<file path="src/slb_pkg.sv">
package slb_pkg;

    // ---------------------------------------------------------------
    // widths and field positions
    // ---------------------------------------------------------------
    localparam int BUS_W = 18;
    localparam int BYTE_W = 8;
    localparam int SCAN_W = 10;
    localparam int SCAN_HI_LSB = 8;
    localparam int SCAN_HI_W = 2;
    localparam int SYNC_STAGES = 3;

    // ---------------------------------------------------------------
    // command codes and reset values
    // ---------------------------------------------------------------
    localparam logic [7:0] CMD_GET_SCAN = 8'h45;
    localparam logic [7:0] CMD_WR_BRT = 8'h51;
    localparam logic [7:0] CMD_RD_BRT = 8'h52;
    localparam logic [7:0] CMD_RESET = 8'h00;
    localparam logic [7:0] BRT_RESET = 8'h00;
    localparam logic [7:0] BRT_MIN = 8'h00;
    localparam logic [7:0] BRT_MAX = 8'hFF;
    localparam logic [7:0] DUMMY_BYTE = 8'h00;
    localparam logic [9:0] SCAN_RESET = 10'h000;

    // ---------------------------------------------------------------
    // timing
    // ---------------------------------------------------------------
    localparam int CLK_PERIOD_NS = 50;
    localparam int HOST_WAIT_NS = 3000;
    localparam int HOST_WAIT_CYC = (HOST_WAIT_NS + CLK_PERIOD_NS - 1) / CLK_PERIOD_NS;

    // ---------------------------------------------------------------
    // command tracking state
    // ---------------------------------------------------------------
    typedef enum logic [1:0] {
        SLB_IDLE = 2'b00,
        SLB_SCAN = 2'b01,
        SLB_BWR = 2'b11,
        SLB_BRD = 2'b10
    } slb_cmd_t;

endpackage
</file>
<file path="src/slb_line_if.sv">
`timescale 1ns/1ps
interface slb_line_if import slb_pkg::*; ();
    logic [SCAN_W-1:0] line;
    logic clear;
    logic sleep;

    modport timer(output line, input clear, input sleep);
    modport user(input line, output clear, output sleep);
endinterface

</file>
<file path="src/slb_cmd_top.sv">
`timescale 1ns/1ps
// Summary of operation
// - Command bytes come with select low and parameters with select high, writes are taken on the write strobe rising edge and read data is driven for each
//   read strobe cycle made while select is high.
// - Command 45h answers a dummy read, then the scan line bits 9:8 in the low two bits, then bits 7:0.
// - The scan line counter runs over sync, back porch, active and front porch lines and is zero on the first sync line.
// - In sleep the returned scan line has no defined meaning.
// - The scan line is zero after power-on, hardware reset and software reset.
// - Command 51h takes one parameter byte as the new brightness value.
// - Brightness 00h is the lowest and FFh the highest level.
// - Command 52h answers a dummy byte and then the stored brightness.
// - On the parallel bus any read after the second keeps returning the brightness.
// - On the serial link the brightness read sends only the brightness, with no dummy byte.
// - Brightness resets to 00h on power-on, hardware reset and software reset.
module slb_cmd_top import slb_pkg::*; #(
    parameter int VSYNC_LINES = 4,
    parameter int VBP_LINES = 4,
    parameter int VERTICAL_ACTIVE_LINES_LINES = 320,
    parameter int VFP_LINES = 4,
    parameter int CLKS_PER_LINE = 64
) (
    input wire logic I_MCLK,
    input wire logic I_RST_N,
    input wire logic I_SW_RESET,
    input wire logic I_SLEEP,
    input wire logic I_SERIAL_MODE,
    input wire logic I_COMMAND_DATA_SELECT,
    input wire logic I_WRITE_STROBE_N,
    input wire logic I_READ_STROBE_N,
    input wire logic [BUS_W-1:0] I_DATA,
    output logic [BUS_W-1:0] O_DATA,
    output logic O_DATA_OE_N,
    output logic [BYTE_W-1:0] O_BRIGHTNESS_VALUE
);

    localparam int PIN_W = BUS_W + 3;
    localparam int IDX_CDS = BUS_W;
    localparam int IDX_WR = BUS_W + 1;
    localparam int IDX_RD = BUS_W + 2;
    localparam logic [PIN_W-1:0] PIN_IDLE = {3'b111, 18'h00000};
    localparam logic [1:0] IDX_LAST = 2'h2;

    // ---------------------------------------------------------------
    // pin synchronisers
    // ---------------------------------------------------------------
    logic [PIN_W-1:0] pins_raw;
    logic [PIN_W-1:0] s1_reg;
    logic [PIN_W-1:0] s2_reg;
    logic [PIN_W-1:0] s3_reg;
    logic [PIN_W-1:0] filt_reg;
    logic [PIN_W-1:0] filt_next;

    assign pins_raw = {I_READ_STROBE_N, I_WRITE_STROBE_N, I_COMMAND_DATA_SELECT, I_DATA};

    genvar gi;
    generate
        for (gi = 0; gi < PIN_W; gi++) begin : g_sync
            // a change is accepted only once stages two and three agree
            always_comb begin
                filt_next[gi] = (s2_reg[gi] == s3_reg[gi]) ? s3_reg[gi] : filt_reg[gi];
            end

            always_ff @(posedge I_MCLK) begin
                if (!I_RST_N) begin
                    s1_reg[gi] <= PIN_IDLE[gi];
                    s2_reg[gi] <= PIN_IDLE[gi];
                    s3_reg[gi] <= PIN_IDLE[gi];
                    filt_reg[gi] <= PIN_IDLE[gi];
                end else begin
                    s1_reg[gi] <= pins_raw[gi];
                    s2_reg[gi] <= s1_reg[gi];
                    s3_reg[gi] <= s2_reg[gi];
                    filt_reg[gi] <= filt_next[gi];
                end
            end
        end
    endgenerate

    // ---------------------------------------------------------------
    // strobe edges
    // ---------------------------------------------------------------
    logic wr_n_prev_reg;
    logic rd_n_prev_reg;
    logic wr_rise;
    logic rd_fall;
    logic rd_rise;
    logic cds;
    logic [BYTE_W-1:0] low_byte;

    always_comb begin
        wr_rise = filt_reg[IDX_WR] && !wr_n_prev_reg;
        rd_fall = !filt_reg[IDX_RD] && rd_n_prev_reg;
        rd_rise = filt_reg[IDX_RD] && !rd_n_prev_reg;
        cds = filt_reg[IDX_CDS];
        // upper lines never reach the decoder
        low_byte = filt_reg[BYTE_W-1:0];
    end

    always_ff @(posedge I_MCLK) begin
        if (!I_RST_N) begin
            wr_n_prev_reg <= 1'b1;
            rd_n_prev_reg <= 1'b1;
        end else begin
            wr_n_prev_reg <= filt_reg[IDX_WR];
            rd_n_prev_reg <= filt_reg[IDX_RD];
        end
    end

    // ---------------------------------------------------------------
    // scan line timer
    // ---------------------------------------------------------------
    slb_line_if lif();

    assign lif.clear = I_SW_RESET;
    assign lif.sleep = I_SLEEP;

    slb_line_timer #(
        .VSYNC_LINES(VSYNC_LINES),
        .VBP_LINES(VBP_LINES),
        .VERTICAL_ACTIVE_LINES_LINES(VERTICAL_ACTIVE_LINES_LINES),
        .VFP_LINES(VFP_LINES),
        .CLKS_PER_LINE(CLKS_PER_LINE)
    ) u_timer (
        .i_clk(I_MCLK),
        .i_rst_n(I_RST_N),
        .lif(lif)
    );

    // ---------------------------------------------------------------
    // command tracking and brightness store
    // ---------------------------------------------------------------
    slb_cmd_t cmd_reg;
    slb_cmd_t cmd_next;
    logic brt_taken_reg;
    logic brt_taken_next;
    logic [BYTE_W-1:0] brt_reg;
    logic [BYTE_W-1:0] brt_next;

    always_comb begin
        cmd_next = cmd_reg;
        brt_taken_next = brt_taken_reg;
        brt_next = brt_reg;
        if (wr_rise) begin
            if (!cds) begin
                // a command byte always restarts the sequence
                brt_taken_next = 1'b0;
                unique case (low_byte)
                    CMD_GET_SCAN: cmd_next = SLB_SCAN;
                    CMD_WR_BRT: cmd_next = SLB_BWR;
                    CMD_RD_BRT: cmd_next = SLB_BRD;
                    default: cmd_next = SLB_IDLE;
                endcase
            end else if (cmd_reg == SLB_BWR && !brt_taken_reg) begin
                // only the first parameter loads; extras are dropped
                brt_next = low_byte;
                brt_taken_next = 1'b1;
            end
        end
    end

    always_ff @(posedge I_MCLK) begin
        if (!I_RST_N || I_SW_RESET) begin
            cmd_reg <= SLB_IDLE;
            brt_taken_reg <= 1'b0;
            brt_reg <= BRT_RESET;
        end else begin
            cmd_reg <= cmd_next;
            brt_taken_reg <= brt_taken_next;
            brt_reg <= brt_next;
        end
    end

    // ---------------------------------------------------------------
    // read sequencing
    // ---------------------------------------------------------------
    logic [1:0] idx_reg;
    logic [1:0] idx_next;
    logic [SCAN_W-1:0] snap_reg;
    logic [SCAN_W-1:0] snap_next;
    logic [BYTE_W-1:0] rd_byte;

    // byte for the current read slot
    always_comb begin
        rd_byte = DUMMY_BYTE;
        unique case (cmd_reg)
            SLB_SCAN: begin
                if (idx_reg == 2'h1) begin
                    rd_byte = {6'h00, snap_reg[SCAN_HI_LSB +: SCAN_HI_W]};
                end else if (idx_reg == IDX_LAST) begin
                    rd_byte = snap_reg[BYTE_W-1:0];
                end else begin
                    rd_byte = DUMMY_BYTE;
                end
            end
            SLB_BRD: begin
                if (I_SERIAL_MODE) begin
                    rd_byte = brt_reg;
                end else if (idx_reg == 2'h0) begin
                    rd_byte = DUMMY_BYTE;
                end else begin
                    // third and later reads repeat the value
                    rd_byte = brt_reg;
                end
            end
            SLB_IDLE, SLB_BWR: rd_byte = DUMMY_BYTE;
        endcase
    end

    always_comb begin
        idx_next = idx_reg;
        snap_next = snap_reg;
        if (wr_rise && !cds) begin
            idx_next = 2'h0;
        end else if (rd_rise && cds && idx_reg != IDX_LAST) begin
            // saturates so later reads stay on the last slot
            idx_next = idx_reg + 2'h1;
        end
        if (rd_fall && cds && cmd_reg == SLB_SCAN && idx_reg == 2'h0) begin
            // snapshot at the dummy read keeps both bytes coherent
            snap_next = lif.line;
        end
    end

    always_ff @(posedge I_MCLK) begin
        if (!I_RST_N || I_SW_RESET) begin
            idx_reg <= 2'h0;
            snap_reg <= SCAN_RESET;
        end else begin
            idx_reg <= idx_next;
            snap_reg <= snap_next;
        end
    end

    // ---------------------------------------------------------------
    // data bus drive
    // ---------------------------------------------------------------
    logic [BUS_W-1:0] dout_reg;
    logic [BUS_W-1:0] dout_next;
    logic oe_n_reg;
    logic oe_n_next;

    always_comb begin
        dout_next = dout_reg;
        oe_n_next = oe_n_reg;
        if (rd_fall && cds) begin
            // upper lines driven low, only the low byte carries data
            dout_next = {10'h000, rd_byte};
            oe_n_next = 1'b0;
        end else if (rd_rise || !cds) begin
            oe_n_next = 1'b1;
        end
    end

    always_ff @(posedge I_MCLK) begin
        if (!I_RST_N) begin
            dout_reg <= 18'h00000;
            oe_n_reg <= 1'b1;
        end else begin
            dout_reg <= dout_next;
            oe_n_reg <= oe_n_next;
        end
    end

    // ---------------------------------------------------------------
    // outputs
    // ---------------------------------------------------------------
    assign O_DATA = dout_reg;
    assign O_DATA_OE_N = oe_n_reg;
    assign O_BRIGHTNESS_VALUE = brt_reg;

endmodule // slb_cmd_top

</file>
<file path="src/slb_line_timer.sv">
`timescale 1ns/1ps
module slb_line_timer import slb_pkg::*; #(
    parameter int VSYNC_LINES = 4,
    parameter int VBP_LINES = 4,
    parameter int VERTICAL_ACTIVE_LINES_LINES = 320,
    parameter int VFP_LINES = 4,
    parameter int CLKS_PER_LINE = 64
) (
    input wire logic i_clk,
    input wire logic i_rst_n,
    slb_line_if.timer lif
);
    localparam int TOTAL_LINES = VSYNC_LINES + VBP_LINES + VERTICAL_ACTIVE_LINES_LINES + VFP_LINES;
    localparam logic [SCAN_W-1:0] LAST_LINE = SCAN_W'(TOTAL_LINES - 1);
    localparam logic [15:0] LAST_CLK = 16'(CLKS_PER_LINE - 1);

    logic [15:0] clk_cnt_reg;
    logic [15:0] clk_cnt_next;
    logic [SCAN_W-1:0] line_reg;
    logic [SCAN_W-1:0] line_next;

    // ---------------------------------------------------------------
    // line and frame counting
    // ---------------------------------------------------------------
    always_comb begin
        clk_cnt_next = clk_cnt_reg;
        line_next = line_reg;
        if (!lif.sleep) begin
            // frozen in sleep: the value is meaningless there anyway
            if (clk_cnt_reg == LAST_CLK) begin
                clk_cnt_next = 16'h0000;
                // wrap to line 0, the first sync line
                line_next = (line_reg == LAST_LINE) ? SCAN_RESET : line_reg + 10'h001;
            end else begin
                clk_cnt_next = clk_cnt_reg + 16'h0001;
            end
        end
    end

    always_ff @(posedge i_clk) begin
        if (!i_rst_n || lif.clear) begin
            clk_cnt_reg <= 16'h0000;
            line_reg <= SCAN_RESET;
        end else begin
            clk_cnt_reg <= clk_cnt_next;
            line_reg <= line_next;
        end
    end

    assign lif.line = line_reg;

endmodule // slb_line_timer

</file>
<file path="config.mk">
export PLATFORM = sky130hd
export DESIGN_NAME = slb_cmd_top
export DESIGN_NICKNAME = d
export VERILOG_FILES = /design/src/slb_pkg.sv /design/src/slb_line_if.sv /design/src/slb_cmd_top.sv /design/src/slb_line_timer.sv
export SDC_FILE = /design/constraint.sdc
export NUM_CORES = 1
export LEC_CHECK = 0
export BUFFER_PORTS_ARGS = -buffer_cell sky130_fd_sc_hd__buf_2
export CORE_MARGIN = 1.5
export CORE_UTILIZATION = 36
export CTS_BUF_LIST = sky130_fd_sc_hd__clkbuf_8
export DETAILED_ROUTE_END_ITERATION = 8
export GPL_TIMING_DRIVEN = 0
export SYNTH_ARGS = -nofsm -noshare
export SYNTH_HDL_FRONTEND = slang
export SYNTH_SLANG_ARGS = --single-unit
</file>
<file path="constraint.sdc">
create_clock -name I_MCLK -period 2.1 [get_ports I_MCLK]
set_input_delay 0.42 -clock I_MCLK [delete_from_list [all_inputs] [get_ports I_MCLK]]
set_output_delay 0.42 -clock I_MCLK [all_outputs]
set_load 0.03 [all_outputs]
</file>
# == Word-level counts from Yosys, hierarchy flattened ==
# Cells that the tools add are included.
# classes
n_mux,12
n_reduce_logical,27
n_addsub,3
n_bitwise,2
n_eq_ne,23
# op_table
cell,n
$mux 8,4
$eq 8x7->1 const B,3
$pmux 8 s3,1
$add 16x1->16 const B,1
$eq 16x6->1 const B,1
$mux 16,1
$eq 1x1->1,11
$add 10x1->10 const B,1
$eq 10x9->1 const B,1
$logic_and 1x1->1,10
$mux 10,1
$eq 2x2->1 const B,3
$logic_not 1->1,6
$pmux 2 s3,1
$reduce_and 2->1,3
$eq 2x1->1 const B,2
$logic_not 2->1,2
$mux 1,4
$reduce_or 2->1,2
$reduce_and 3->1,1
$add 2x1->2 const B,1
$logic_or 1x1->1,2
$ne 2x1->1 const B,1
$ne 2x2->1 const B,1
other kinds (2),3
# word_totals
out_inout_bits,27
in_bits,26
ff_bits,104
word_cells,122

# == Depth between registers and ports, before layout ==
# depth
word_depth,5
mapped_depth,6

# == By module ==
# From an unflattened synthesis, not the netlist that was laid out.
# hier_totals
hier_cells,447
area_unflattened_um2,4372.9
# modules_own_cells
mod,area_each_um2,instances,seq_area_each_um2,cells_per_inst
slb_cmd_top,3026.7,1,1561.5,301
slb_line_timer,1346.3,1,520.5,146

# == Least setup slack after synthesis ==
# Ideal clock, no wire load.
# synth_path
path_kind,reg2reg
from,register u_timer.clk_cnt_reg[0]
to,register u_timer.line_reg[9] (netlist: u_timer.lif.line[9])
synth_period_minus_slack_ns,1.704
path_stages_with_launch,6
slack_ns,0.396
arrival_time_ns,1.634
path_cell_list,dfxtp_1 > ha_1 > and4bb_2 > nand4_2 > or4_1 > a21oi_1
# synth_via
elab_chain_len,2
# synth_lines
element,line,text
from (decl),slb_line_timer.sv:17,logic [15:0] clk_cnt_reg;
from (signal assigned),slb_line_timer.sv:45,clk_cnt_reg <= clk_cnt_next;
$eq 16x6->1,slb_line_timer.sv:30,if (clk_cnt_reg == LAST_CLK) begin
$reduce_and 2->1 (no source line),--,
to (signal assigned),slb_line_timer.sv:46,line_reg <= line_next;
to (decl),slb_line_timer.sv:19,logic [SCAN_W-1:0] line_reg;
# Every way passes these cells.
# A chain may end at the register's enable or synchronous reset.

# == Worst setup path after layout ==
# layout_path
from,register u_timer.clk_cnt_reg[1]
to,register u_timer.line_reg[9] (netlist: u_timer.lif.line[9])
# The elaborated chain is that of the path after synthesis.

==> metrics.md <==
| Metric | Value |
|---|---|
| Initial core utilization | 37.26% |
| Reg-to-reg slack, setup | 0.16 ns |
| Max H-tree Level | 3 |
| RSZ-0062 raised after global routing | false |
| VDD IR max | 0.4253 mV |
| Syn Inst Count | 424 |
| TritonCTS Buffers | 9 |
| Clock Sinks | 104 |
| Crit-path slowest cell | or4_1 |
| First-pass GRT wire length | 13260 um |
| Hold slack | 0.2309 ns |
| Sequential power share | 59.2% |
| Status | complete, no violations |
| Cell accounting for the most synthesized area | dfxtp_1 |
| Core Box Area | 10980 um2 |
| Top_reg_cell synth | dfxtp_1 |
| Crit Path Max Fanout | 6 |
| Clk_lat worst skew | 0.37 ns |
| Total Routing Usage GR | 14.27% |
| Peak Freq | 516.4 MHz |
| Leakage power | 1.678 nW |
| Largest net degree at the start of global routing | 19 |
| Comb pwr share | 3.7% |
| Die footprint | 12020 um2 |
| Critical Path, Cell by Cell | ha_2, and4bb_2, nand4_2, or4_1, a21oi_1 |
| Relative slew slack | 63.77% |
| Sequential share of the synthesized area | 50.87% |
| I/O Buffers | 32 |
| Critical path type | register to register |
| Cell Rows | 38 |
| Drt wl/cell | 12.74 um |
| Diode count | 0 |
| Critical Path AT | 2.24 ns |
| Flip-flop count of the largest register after layout | 16 |
| Pins Over Slew Limit | 0 |
| Die H | 109.6 um |
| P_int | 2.611 mW |
| Vias in the first global route | 2873 |
| Drt drc | 0 |
| CTS clk-pin slew, worst paths | 0.10 ns |
| Hold WC Path Type | input pin to register |
| CTS tree | built |
| Drt via density | 4.826 |
| DR iter-0 viols | 156 |
| Asr flop ratio synth | 0% |
| Period utilisation layout | 92.22% |
| Distinct cells, synth | 49 |
| Sw power | 0.7871 mW |
| Tmin final | 1.937 ns |
| Switching share of total power | 23.17% |
| Clk_skew | 0.01207 ns |
| Vias | 2997 |
| GPL Wtd Cong | 0.7934 |
| I/O pin count | 53 |
| Max Cap Viol | 0 |
| Clock power share | 37.1% |
| Die W | 109.6 um |
| Synth area leaders | dfxtp_1 (51%), mux2i_1 (4.9%), and2_1 (4.1%), nor2_1 (4.1%), a21oi_1 (2.7%) |
| CP startpoint kind | register |
| Share of layout cells above drive strength 1 | 16.01% |
| Total Routed Length | 7909 um |
| Post-Syn Area | 4093 um2 |
| Syn_area_per_cell | 9.653 um2 |
| Initial antenna violation count | 0 |
| Worst-Margin Slew | 0.5410 ns |
| Critical path required time | 2.41 ns |
| Slowest cell delay on critical path | 0.54 ns |
| Post-synthesis register bit count | 104 |
| Area delta synth->final | 14.67% |
| Total grt overflow | 0 |
| Endpoint class of the critical path | register |
| DP Wirelength | 5738 um |
| Pwr/cell area | 723.9 nW/um2 |
| Overall Power | 3.398 mW |
| Post-synth EDFFs | 0 |
| CTS max path bufs | 2 |
| DRT Pass-1 Iters | 6 |
| Final Hold Fails | 0 |
| Yosys top cell area share | 50.87% |
| Routed Antenna Nets | 0 |
| CTS root buffer | clkbuf_8 |
| Yosys warns | 0 |
| Setup Viol. Count Final | 0 |
| Final net count | 507 |
## final timing paths
check                                            start  cells past startpoint                  end
worst min-delay path             I_COMMAND_DATA_SELECT                      2           s1_reg[18]
worst min register to register              s1_reg[20]                      1           s2_reg[20]
worst max register to register  u_timer.clk_cnt_reg[1]                      5  u_timer.lif.line[9]
worst max-delay path            u_timer.clk_cnt_reg[1]                      5  u_timer.lif.line[9]
## critical path, delay by kind of cell, from the launching register on
kind | cells | cell delay [ns]
flops | 1 | 0.44
fa+ha+maj | 1 | 0.27
compound gates | 1 | 0.14
simple gates | 3 | 1.01
## synth_stat cells, types with 2 or more instances
library cell,count
a211oi_1,6
a21oi_1,22
a22o_1,2
a22oi_1,7
a31oi_1,3
and2_1,27
and3_1,4
and4b_1,2
buf_2,2
buf_4,12
buf_6,2
clkbuf_1,9
dfxtp_1,104
ha_1,5
inv_1,7
mux2i_1,20
nand2_1,24
nand2b_1,16
nand3_1,15
nand3b_1,4
nand4_1,3
nand4_2,3
nor2_1,45
nor2b_1,5
nor3_1,5
nor3b_1,5
nor4_1,4
nor4_4,2
o211ai_1,3
o21ai_0,17
o31ai_1,5
or3_1,4
xnor2_1,8
xor2_1,7
## metrics by stage
stage	TNS [ns]	worst slack (ns)	cell area (um2)	instances	utilization [%]
3_3_place_gp	0	0.02659	4462	605	40.62
3_5_place_dp	-0.1149	-0.05133	4462	605	40.62
4_1_cts	0	0.01467	4667	621	42.49
6_report	0	0.1635	4693	621	42.73
2_1_floorplan	0	0.3956	4126	433	-
5_1_grt	0	0.02273	4693	621	42.73
## power groups by stage
stage / registers [mW] / clock network (mW) / logic [mW]
CTS: 2.01 / 1.32 / 0.127
detailed placement: 2.06 / 0 / 0.126
global placement: 2.06 / 0 / 0.124
finish: 2.01 / 1.26 / 0.126
global route: 2.02 / 1.38 / 0.142
floorplan: 2.06 / 0 / 0.0886
## final cells by class
cell class                 count  area [um2]
clock buffer                   9       123.9
sequential                   104        2082
buffer                        26       160.2
timing repair buffer          32       160.2
multi-input combinational    296        1889
tap                          140       175.2
clock inverter                 7       76.32
fill                        1056        6290
inverter                       7       26.28
## repair_timing
action	CTS	global route
gates resized for setup	1	6
endpoints found under the setup margin	6	17
hold buffers	0	0
setup buffers	0	0
pin swaps	0	0
## metal layers
metal / wire (um) / global-route usage (%)
met1: 3907 / 18.17
met5: 0 / 0
met4: 110 / 5.102
met3: 274 / 3.853
met2: 3618 / 23.16
## layout by cell type (no fill, tap or decap), types with 15 or more instances in the layout
cell type and n:
nor2_1 45, buf_2 34, nand3_1 15, a21oi_1 22, and2_1 27, dfxtp_1 104
o21ai_0 17, mux2i_1 20, nand2b_1 15, nand2_1 23
## cell families (layout without fill, tap and decap cells)
group,count (synthesis),after routing,synth area share [%]
muxes,20,20,4.891
DFF,104,104,50.87
buffers and inverters,33,81,4.555
xor gates and xnor gates,15,15,3.210
other,1,10,0.09163
adders and majority gates,6,6,1.773
AOI/OAI and AO/OA,68,68,10.09
and+or+nand+nor,177,177,24.52
Power figures use the tool's default switching activity.
